File: src/pmfs_regs_defs.vh
// register offsets, field positions and reset values of the monitor and fail-safe bank
`ifndef PMFS_REGS_DEFS_VH
`define PMFS_REGS_DEFS_VH

`define PMFS_ADDR_MONSEL     8'h16
`define PMFS_ADDR_OFFSET     8'h17
`define PMFS_ADDR_STBY       8'h18
`define PMFS_ADDR_SCRA       8'h19
`define PMFS_ADDR_SCRB       8'h1a
`define PMFS_ADDR_IDENT      8'h1b
`define PMFS_ADDR_FLAGS      8'h40
`define PMFS_ADDR_REACT      8'h41

`define PMFS_MONSEL_RST      12'h000
`define PMFS_OFFSET_RST      7'h00
`define PMFS_SCR_RST         16'h0000
`define PMFS_STBY_RST        8'h00
`define PMFS_REACT_RST       12'h999

`define PMFS_FLAG_GRP_LSB    12
`define PMFS_FLAG_STBYERR    3
`define PMFS_FLAG_WAKE       2
`define PMFS_FLAG_FIN1       1
`define PMFS_FLAG_FIN2       0

`define PMFS_ID_FULL_LSB     12
`define PMFS_ID_METAL_LSB    8
`define PMFS_ID_FAMILY_LSB   4

`define PMFS_REACT_NONE      2'h0
`define PMFS_REACT_FS        2'h1

`endif

File: src/pmfs_regs.v
// monitor assignment, core buck settings, scratch, identity and fail-safe flags/reactions
`include "pmfs_regs_defs.vh"

module pmfs_regs #(
  parameter [3:0] DEVICE_CODE   = 4'h5,  // arbitrary value
  parameter [3:0] FAMILY_CODE   = 4'ha,  // arbitrary value
  parameter [2:0] METAL_REV     = 3'h2,  // arbitrary value
  parameter [2:0] FULL_MASK_REV = 3'h3   // arbitrary value
) (
  input  wire        clk,
  input  wire        reset_n,
  input  wire [7:0]  regAddr,
  input  wire        regWrite,
  input  wire [15:0] regWdata,
  output reg  [15:0] regRdata,
  input  wire [7:0]  otpStandbyCode,
  input  wire        fault_input1,
  input  wire        fault_input2,
  input  wire        wakeFromStandbyEvt,
  input  wire        standbyWindowErrEvt,
  input  wire [3:0]  monitorFail,
  input  wire        power_good_diag_fail,
  input  wire        reset_out_diag_fail,
  input  wire        failsafe_out_diag_fail,
  input  wire        watchdogBadRefresh,
  input  wire        commFailure,
  input  wire [5:0]  voltageFaultEvt,
  output wire [11:0] monitorSourceSel,
  output wire [6:0]  core_buck_offset_code,
  output wire [7:0]  core_buck_standby_code,
  output reg         reset_output_pin,
  output reg         failsafe_output_pin
);

  reg  [11:0] monSel_q;
  reg  [6:0]  offset_q;
  reg  [7:0]  stby_q;
  reg         stbyLoaded_q;
  reg  [15:0] scratch_a_q;
  reg  [15:0] scratch_b_q;
  reg  [11:0] react_q;
  reg         wake_q;
  reg         stbyErr_q;
  reg  [1:0]  finMeta_q;
  reg  [1:0]  fin_q;
  reg  [3:0]  grp_q;
  reg         rstReq_d;
  reg         fsReq_d;
  wire [15:0] identWord;
  wire [15:0] flagsWord;
  wire [1:0]  reactCode [0:5];
  wire        wrFlags;

  assign monitorSourceSel       = monSel_q;
  assign core_buck_offset_code  = offset_q;
  assign core_buck_standby_code = stby_q;
  assign wrFlags = regWrite && (regAddr == `PMFS_ADDR_FLAGS);

  // identity is wired, never stored; reserved bits 15 and 11 stay zero
  assign identWord = {1'b0, FULL_MASK_REV, 1'b0, METAL_REV, FAMILY_CODE, DEVICE_CODE};

  assign flagsWord = {grp_q, stbyErr_q, wake_q, fin_q, 8'h00};

  // writable fields; writes to read-only or unmapped addresses fall through
  always @(posedge clk) begin
    if (!reset_n) begin
      monSel_q     <= `PMFS_MONSEL_RST;
      offset_q     <= `PMFS_OFFSET_RST;
      scratch_a_q  <= `PMFS_SCR_RST;
      scratch_b_q  <= `PMFS_SCR_RST;
      react_q      <= `PMFS_REACT_RST;
      stbyLoaded_q <= 1'b0;
    end else begin
      if (regWrite && regAddr == `PMFS_ADDR_MONSEL) begin
        monSel_q <= regWdata[11:0];
      end else if (regWrite && regAddr == `PMFS_ADDR_OFFSET) begin
        offset_q <= regWdata[6:0];
      end else if (regWrite && regAddr == `PMFS_ADDR_SCRA) begin
        scratch_a_q <= regWdata;
      end else if (regWrite && regAddr == `PMFS_ADDR_SCRB) begin
        scratch_b_q <= regWdata;
      end else if (regWrite && regAddr == `PMFS_ADDR_REACT) begin
        react_q <= regWdata[11:0];
      end
      stbyLoaded_q <= 1'b1;
    end
  end

  // otp value is a port, so it is caught on the first clock after release
  always @(posedge clk) begin
    if (!reset_n) begin
      stby_q <= `PMFS_STBY_RST;
    end else if (!stbyLoaded_q) begin
      stby_q <= otpStandbyCode;
    end else if (regWrite && regAddr == `PMFS_ADDR_STBY) begin
      stby_q <= regWdata[7:0];
    end
  end

  // sticky flags: a new event beats a simultaneous write-one clear
  always @(posedge clk) begin
    if (!reset_n) begin
      wake_q    <= 1'b0;
      stbyErr_q <= 1'b0;
    end else begin
      if (wakeFromStandbyEvt) begin
        wake_q <= 1'b1;
      end else if (wrFlags && regWdata[`PMFS_FLAG_WAKE + 8]) begin
        wake_q <= 1'b0;
      end
      if (standbyWindowErrEvt) begin
        stbyErr_q <= 1'b1;
      end else if (wrFlags && regWdata[`PMFS_FLAG_STBYERR + 8]) begin
        stbyErr_q <= 1'b0;
      end
    end
  end

  // fault inputs are asynchronous pins: two stages before use
  always @(posedge clk) begin
    if (!reset_n) begin
      finMeta_q <= 2'h0;
      fin_q     <= 2'h0;
      grp_q     <= 4'h0;
    end else begin
      finMeta_q <= {fault_input1, fault_input2};
      fin_q     <= finMeta_q;
      grp_q[0]  <= |monitorFail;
      grp_q[1]  <= power_good_diag_fail | reset_out_diag_fail | failsafe_out_diag_fail;
      grp_q[2]  <= watchdogBadRefresh;
      grp_q[3]  <= commFailure;
    end
  end

  // fields in pairs: io uv/ov, hv ldo uv/ov, core uv/ov
  genvar gi;
  generate
    for (gi = 0; gi < 6; gi = gi + 1) begin : gReact
      assign reactCode[gi] = voltageFaultEvt[gi] ? react_q[2*gi+1:2*gi] : `PMFS_REACT_NONE;
    end
  endgenerate

  integer k;
  always @* begin
    rstReq_d = 1'b0;
    fsReq_d  = 1'b0;
    for (k = 0; k < 6; k = k + 1) begin
      if (reactCode[k][1]) begin
        rstReq_d = 1'b1;
        fsReq_d  = 1'b1;
      end else if (reactCode[k] == `PMFS_REACT_FS) begin
        fsReq_d = 1'b1;
      end
    end
  end

  // outputs are active-high requests, registered for clean pins
  always @(posedge clk) begin
    if (!reset_n) begin
      reset_output_pin    <= 1'b0;
      failsafe_output_pin <= 1'b0;
    end else begin
      reset_output_pin    <= rstReq_d;
      failsafe_output_pin <= fsReq_d;
    end
  end

  // read data registered; unmapped addresses read zero
  always @(posedge clk) begin
    if (!reset_n) begin
      regRdata <= 16'h0000;
    end else if (regAddr == `PMFS_ADDR_MONSEL) begin
      regRdata <= {4'h0, monSel_q};
    end else if (regAddr == `PMFS_ADDR_OFFSET) begin
      regRdata <= {9'h000, offset_q};
    end else if (regAddr == `PMFS_ADDR_STBY) begin
      regRdata <= {8'h00, stby_q};
    end else if (regAddr == `PMFS_ADDR_SCRA) begin
      regRdata <= scratch_a_q;
    end else if (regAddr == `PMFS_ADDR_SCRB) begin
      regRdata <= scratch_b_q;
    end else if (regAddr == `PMFS_ADDR_IDENT) begin
      regRdata <= identWord;
    end else if (regAddr == `PMFS_ADDR_FLAGS) begin
      regRdata <= flagsWord;
    end else if (regAddr == `PMFS_ADDR_REACT) begin
      regRdata <= {4'h0, react_q};
    end else begin
      regRdata <= 16'h0000;
    end
  end

endmodule

File: config.mk
export PLATFORM = sky130hd
export DESIGN_NAME = pmfs_regs
export DESIGN_NICKNAME = d
export VERILOG_FILES = /design/src/pmfs_regs.v
export VERILOG_INCLUDE_DIRS = /design/src
export SDC_FILE = /design/constraint.sdc
export NUM_CORES = 1
export LEC_CHECK = 0
export BUFFER_PORTS_ARGS = -buffer_cell sky130_fd_sc_hd__buf_2
export CAP_MARGIN = 15
export CORE_ASPECT_RATIO = 1.1
export CORE_MARGIN = 5
export CORE_UTILIZATION = 45
export DETAILED_ROUTE_END_ITERATION = 8
export PLACE_DENSITY = 0.67
export SKIP_LAST_GASP = 1
export SLEW_MARGIN = 20
export SYNTH_ARGS = -nofsm -noshare
export SYNTH_HDL_FRONTEND = slang
export SYNTH_SLANG_ARGS = --single-unit
File: constraint.sdc
create_clock -name clk -period 4.45 [get_ports clk]
set_clock_uncertainty 0.05 [all_clocks]
set_input_delay 0.2225 -clock clk [delete_from_list [all_inputs] [get_ports clk]]
set_output_delay 0.2225 -clock clk [all_outputs]
set_load 0.01 [all_outputs]
==> impl_metrics.env, run 1 <==
export IMPL_yosysMostFrequentCell="nand2_1"
export IMPL_period_needed_ns=2.40
export IMPL_final_core_util_pct=54.0
export IMPL_clock_latency_ns=0.38
export IMPL_dp_slack_ns=1.68
export IMPL_cts_tree="done"
export IMPL_dpl_cell_area_mm2=0.00477
export IMPL_avgSynthCellArea_um2=8.02
export IMPL_synth_edf_count=0
export IMPL_cts_sinks=100
export IMPL_p_int_mw=1.30
export IMPL_routed_via_density=5.65
export IMPL_htree_levels=3
export IMPL_hold_violations=0
export IMPL_vias=4139
export IMPL_ir_drop_mv=0.196
export IMPL_hold_path_class="input pin to register"
export IMPL_area_delta_synth_final_pct=17.4
export IMPL_synthTopCellsByCount="nand2_1, dfxtp_1, a21oi_1"
export IMPL_fin_nets=665
export IMPL_final_antenna_net_count=0
export IMPL_grt_pass1_wl_um=20600
export IMPL_dieArea_mm2=0.0116
export IMPL_io_buffers=98
export IMPL_clock_fmax_ghz=0.417
export IMPL_r2r_slack_ns=2.85
export IMPL_drc=0
export IMPL_drt_iter0_drc=332
export IMPL_power_switching_mw=0.412
export IMPL_diodes=0
export IMPL_gp_congestion=0.923
export IMPL_start_util_pct=45.9
export IMPL_yosysTopAreaCell="dfxtp_1"
export IMPL_max_cap_violations=0
export IMPL_synth_flop_cell="dfxtp_1"
export IMPL_timing_rr_start="stbyLoaded_q$_DFF_P_"
export IMPL_clk_path_buf_depth=2
export IMPL_timing_worst_setup_path_type="input pin to register"
export IMPL_slew_violations=0
export IMPL_setup_tns_final_ns=0
export IMPL_ys_types=51
export IMPL_synth_seq_area_share_pct=46.8
export IMPL_numCtsBuffers=9
export IMPL_sw_frac_of_total_pct=24.0
export IMPL_p_leak_nw=1.97
export IMPL_power_density_mw_per_mm2=342
export IMPL_synth_area_mm2=0.00428
export IMPL_fp_dieH_um=112
export IMPL_syn_inst=533
export IMPL_wire_per_inst_um=18.0
export IMPL_pwr_share_clk_pct=38.8
export IMPL_synth_top_area_share_pct=46.8
export IMPL_endpoint_kind="register"
export IMPL_ios=99
export IMPL_grt_pass1_vias=3907
export IMPL_max_slew_margin_pct=38.0
export IMPL_clk_pin_slew_worst_paths_ns=0.10
export IMPL_cp_max_fo=17
export IMPL_grt_use_total_pct=22.9
export IMPL_grt_max_degree=41
export IMPL_combinationalPowerShare_pct=7.7
export IMPL_antenna_found_initial=0
export IMPL_crit_end="scratch_b_q[6]$_SDFFE_PN0P_"
export IMPL_seqPwrFrac_pct=53.5
export IMPL_synth_nets=587
export IMPL_rows=37
export IMPL_cp_start_kind="input pin"
export IMPL_ctsRootBufferMaster="clkbuf_8"
export IMPL_final_area_mm2=0.00502
export IMPL_cts_resized=0
export IMPL_tightest_slew_ns=0.927
export IMPL_rsz0062_at_grt="no"
export IMPL_cp_data_required_time_ns=4.65
export IMPL_die_x_um=103
export IMPL_routed_wl_um=13200
export IMPL_synthArstFlopShare_pct=0
export IMPL_cts_setup_buffers=0
export IMPL_netlist_top_cells_area="dfxtp_1, nand2_1, a21oi_1"
export IMPL_dp_hpwl_um=9310
export IMPL_worstPathArrival_ns=2.59
export IMPL_period_share_pct=53.9
export IMPL_setup_slack_ns=2.05
export IMPL_crit_start="regAddr[5]"
export IMPL_status="completed"
export IMPL_core_area_mm2=0.00931
export IMPL_hold_buffers=1
export IMPL_firstDrtPassIters=7
export IMPL_grt_ovfl_total=0
export IMPL_r2r_end="core_buck_standby_code[5]$_SDFFE_PN0P_"
export IMPL_finalPower_mw=1.72
export IMPL_synth_seq_cells=100
export IMPL_yosysWarnings=0
export IMPL_final_layout_size_suffix_gt1_share_pct=21.6
export IMPL_setup_viol_count_final=0
export IMPL_ff2ff_path_depth=2
[sequential cells by signal (all words and copies together), names as in the netlist]
| register | flops |
|---|---|
| core_buck_offset_code | 7 |
| react_q | 12 |
| finMeta_q | 2 |
| scratch_a_q | 16 |
| grp_q | 4 |
| failsafe_output_pin | 1 |
| core_buck_standby_code | 8 |
| wake_q | 1 |
| fin_q | 2 |
| regRdata | 16 |
| stbyErr_q | 1 |
| scratch_b_q | 16 |
| monitorSourceSel | 12 |
| stbyLoaded_q | 1 |
| reset_output_pin | 1 |
[per-stage QoR]
| stage | instances | hold WS, ns |
|---|---|---|
| 3_3_place_gp | 715 | 0.373 |
| 4_1_cts | 732 | 0.00118 |
| 2_1_floorplan | 533 | 0.200 |
| 6_report | 733 | 0.00710 |
| 3_5_place_dp | 715 | 0.377 |
| 5_1_grt | 733 | 0.0130 |
[cell type report]
type / instances / area (um^2)
Timing Repair Buffer: 102 / 526
Multi-Input combinational cell: 391 / 2090
Clock inverter: 5 / 82.6
Clock buffer: 11 / 151
Tap cell: 117 / 146
Inverter: 7 / 26.3
Sequential cell: 100 / 2000
Fill cell: 882 / 4280
[power groups by stage]
stage	clock (mW)	sequential [mW]	combinational (mW)
CTS	0.671	0.918	0.129
floorplan	0	0.939	0.0637
detailed placement	0	0.939	0.128
global route	0.718	0.920	0.142
global placement	0	0.939	0.126
finish	0.666	0.918	0.132
[logic make-up after synthesis]
family	share of synthesized area (%)
AOI/OAI and AO/OA	20.4
DFF	46.8
buffers and inverters	4.36
muxes	4.21
and+or+nand+nor	24.2
[worst max-delay path, cell delays in order]
cell	delay, ns
buf_2	0.11
or4b_1	0.88
nor2_4	0.46
nand3_1	0.59
nand2_1	0.24
a21oi_1	0.09
[worst min path at each step]
stage               slack [ns]  depth (start not counted)                     from                endpoint
finish                   0.007                          3      standbyWindowErrEvt  stbyErr_q$_SDFFE_PN0P_
global route              0.01                          2              commFailure     grp_q[3]$_SDFF_PN0_
CTS                      0.001                          3           monitorFail[2]     grp_q[0]$_SDFF_PN0_
detailed placement        0.38                          1  finMeta_q[1]$_SDFF_PN0_     fin_q[1]$_SDFF_PN0_
global placement          0.37                          1  finMeta_q[0]$_SDFF_PN0_     fin_q[0]$_SDFF_PN0_
floorplan                 0.20                          0                  reset_n    stbyLoaded_q$_DFF_P_
[placed cells by master (no fill, tap or decap), types with 2 or more instances in the layout]
master	instances
a211oi_1	9
a21o_1	3
a21oi_1	66
a21oi_2	7
a221o_1	2
a221oi_1	2
a22oi_1	7
a2bb2oi_1	3
a31o_1	2
a31oi_1	8
and2_1	8
and3_1	7
buf_2	98
buf_4	2
bufinv_16	2
clkbuf_8	11
dfxtp_1	100
dlygate4sd3_1	2
inv_1	6
mux2i_1	18
nand2_1	140
nand2b_1	5
nand3_1	24
nor2_1	30
nor3_1	2
nor4_1	4
o21ai_0	19
o221a_2	2
o31ai_1	2
or4b_1	2
[metal layers]
| layer | up-vias | global-route usage, % | share of wire, % |
|---|---|---|---|
| met5 | - | 0 | 0 |
| met4 | 0 | 7.25 | 1.8 |
| met3 | 18 | 5.22 | 7.8 |
| met2 | 178 | 35.0 | 47 |
| met1 | 1946 | 31.9 | 44 |
| li1 | 1997 | - | - |
Note: power is estimated with default switching activity, not from simulation.
==> inputs of run 2 (changes only) <==
clock period = 2.48 ns   (was 4.45 ns; I/O delays follow)
==> run 2 against run 1 <==
Total power is 77% higher. Clock-buffer cell count did not move. Sequential power is 80% higher. Via count grew 2.9%. Hold slack gained 0.0087 ns. Global-route usage is 1.3 points higher. Die area unchanged. Setup slack got worse by 1.4 ns. Critical path depth unchanged. Sequential share of layout area is 1.9 points lower. Sequential cell count unchanged. Clock power up 68%.
==> impl_metrics.env, run 2 (synthesized netlist as in run 1, its figures left out) <==
export IMPL_ir_drop_mv=0.305
export IMPL_final_common_cell="nand2_1"
export IMPL_fp_dieH_um=112
export IMPL_hold_depth=3
export IMPL_final_area_mm2=0.00528
export IMPL_grt_use_total_pct=24.2
export IMPL_endpoint_kind="register"
export IMPL_final_cell_mix="nand2_1, dfxtp_1, buf_2"
export IMPL_cts_setup_buffers=0
export IMPL_sw_frac_of_total_pct=24.1
export IMPL_cp_start_kind="input pin"
export IMPL_hold_path_class="input pin to register"
export IMPL_status="completed"
export IMPL_io_buffers=98
export IMPL_whs_ns=0.0158
export IMPL_grt_pass1_wl_um=21900
export IMPL_dp_hpwl_um=9680
export IMPL_slew_violations=0
export IMPL_clk_pin_slew_worst_paths_ns=0.09
export IMPL_start_util_pct=45.9
export IMPL_drt_iter0_drc=393
export IMPL_final_antenna_net_count=0
export IMPL_dpl_cell_area_mm2=0.00489
export IMPL_dieArea_mm2=0.0116
export IMPL_max_slew_margin_pct=52.4
export IMPL_pwr_share_clk_pct=36.9
export IMPL_dp_cells=730
export IMPL_setup_viol_count_final=0
export IMPL_core_area_mm2=0.00931
export IMPL_power_switching_mw=0.731
export IMPL_p_int_mw=2.30
export IMPL_final_layout_size_suffix_gt1_share_pct=22.4
export IMPL_period_share_pct=75.7
export IMPL_setup_tns_final_ns=0
export IMPL_power_density_mw_per_mm2=574
export IMPL_cp_max_fo=12
export IMPL_clk_path_buf_depth=2
export IMPL_grt_ovfl_total=0
export IMPL_period_needed_ns=1.88
export IMPL_grt_max_degree=42
export IMPL_antenna_found_initial=0
export IMPL_area_delta_synth_final_pct=23.5
export IMPL_final_cells=763
export IMPL_htree_levels=3
export IMPL_vias=4261
export IMPL_timing_worst_setup_path_type="input pin to register"
export IMPL_ctsRootBufferMaster="clkbuf_8"
export IMPL_numCtsBuffers=9
export IMPL_rsz0062_at_grt="no"
export IMPL_clock_latency_ns=0.37
export IMPL_gp_congestion=0.913
export IMPL_max_cap_violations=0
export IMPL_firstDrtPassIters=6
export IMPL_clock_fmax_ghz=0.532
export IMPL_die_x_um=103
export IMPL_tightest_slew_ns=0.713
export IMPL_ios=99
export IMPL_p_leak_nw=2.10
export IMPL_cts_sinks=100
export IMPL_diodes=0
export IMPL_drc=0
export IMPL_reg_largest_list="regRdata x16, scratch_a_q x16, scratch_b_q x16"
export IMPL_wire_per_inst_um=17.8
export IMPL_fin_nets=696
export IMPL_cts_tree="done"
export IMPL_grt_pass1_vias=4193
export IMPL_rows=37
export IMPL_hold_violations=0
export IMPL_cp_data_required_time_ns=2.66
export IMPL_combinationalPowerShare_pct=8.7
export IMPL_worstPathArrival_ns=2.06
export IMPL_routed_wl_um=13600
export IMPL_ff2ff_path_depth=2
export IMPL_seqPwrFrac_pct=54.3
export IMPL_routed_via_density=5.58
## run 2: final timing paths
check / from / end / slack (ns)
max: regAddr[5] / monitorSourceSel[6]$_SDFFE_PN0P_ / 0.60
min: regWdata[7] / monitorSourceSel[7]$_SDFFE_PN0P_ / 0.02
max reg2reg: stbyLoaded_q$_DFF_P_ / core_buck_standby_code[2]$_SDFFE_PN0P_ / 0.93
min reg2reg: finMeta_q[1]$_SDFF_PN0_ / fin_q[1]$_SDFF_PN0_ / 0.39
## run 2: what timing repair did
item                       4_1_cts  5_1_grt
hold endpoints to repair        25        0
hold buffers                    18        0
setup endpoints to repair        0        0
gates resized for setup          0        0
## run 2: stage by stage
stage	setup WS, ns	utilization, %	power (mW)
detailed placement	0.242	52.6	1.93
CTS	0.638	56.7	3.04
floorplan	0.716	-	1.80
global route	0.507	56.7	3.14
global placement	0.244	52.6	1.92
finish	0.602	56.7	3.03
## run 2: area by class of cell
cell class              count  area (um^2)
well taps                 117          146
flip-flops and latches    100         2000
repair buffers            133          811
clock buffers              11          131
multi-input cells         391         2090
clock inverters             4         75.1
inverters                   7         26.3
fillers                   900         4030
## run 2: layer usage
layer	wire length, um	part of all wire [%]	global-route usage [%]
met3	1090	8.0	4.72
met2	6520	48	38.2
met1	5810	43	33.3
met4	201	1.5	7.34
met5	0	0	0
## run 2: critical path, stage by stage
cell and delay (ns):
buf_2 0.11, or4b_1 0.72, nor4_1 0.42, nand2_1 0.42
nand2_1 0.18, a21oi_1 0.08
## run 2: power groups by stage
stage | combinational [mW] | clock [mW] | sequential [mW]
5_1_grt | 0.288 | 1.20 | 1.65
3_5_place_dp | 0.241 | 0 | 1.68
2_1_floorplan | 0.114 | 0 | 1.68
6_report | 0.265 | 1.12 | 1.65
3_3_place_gp | 0.238 | 0 | 1.68
4_1_cts | 0.262 | 1.13 | 1.65
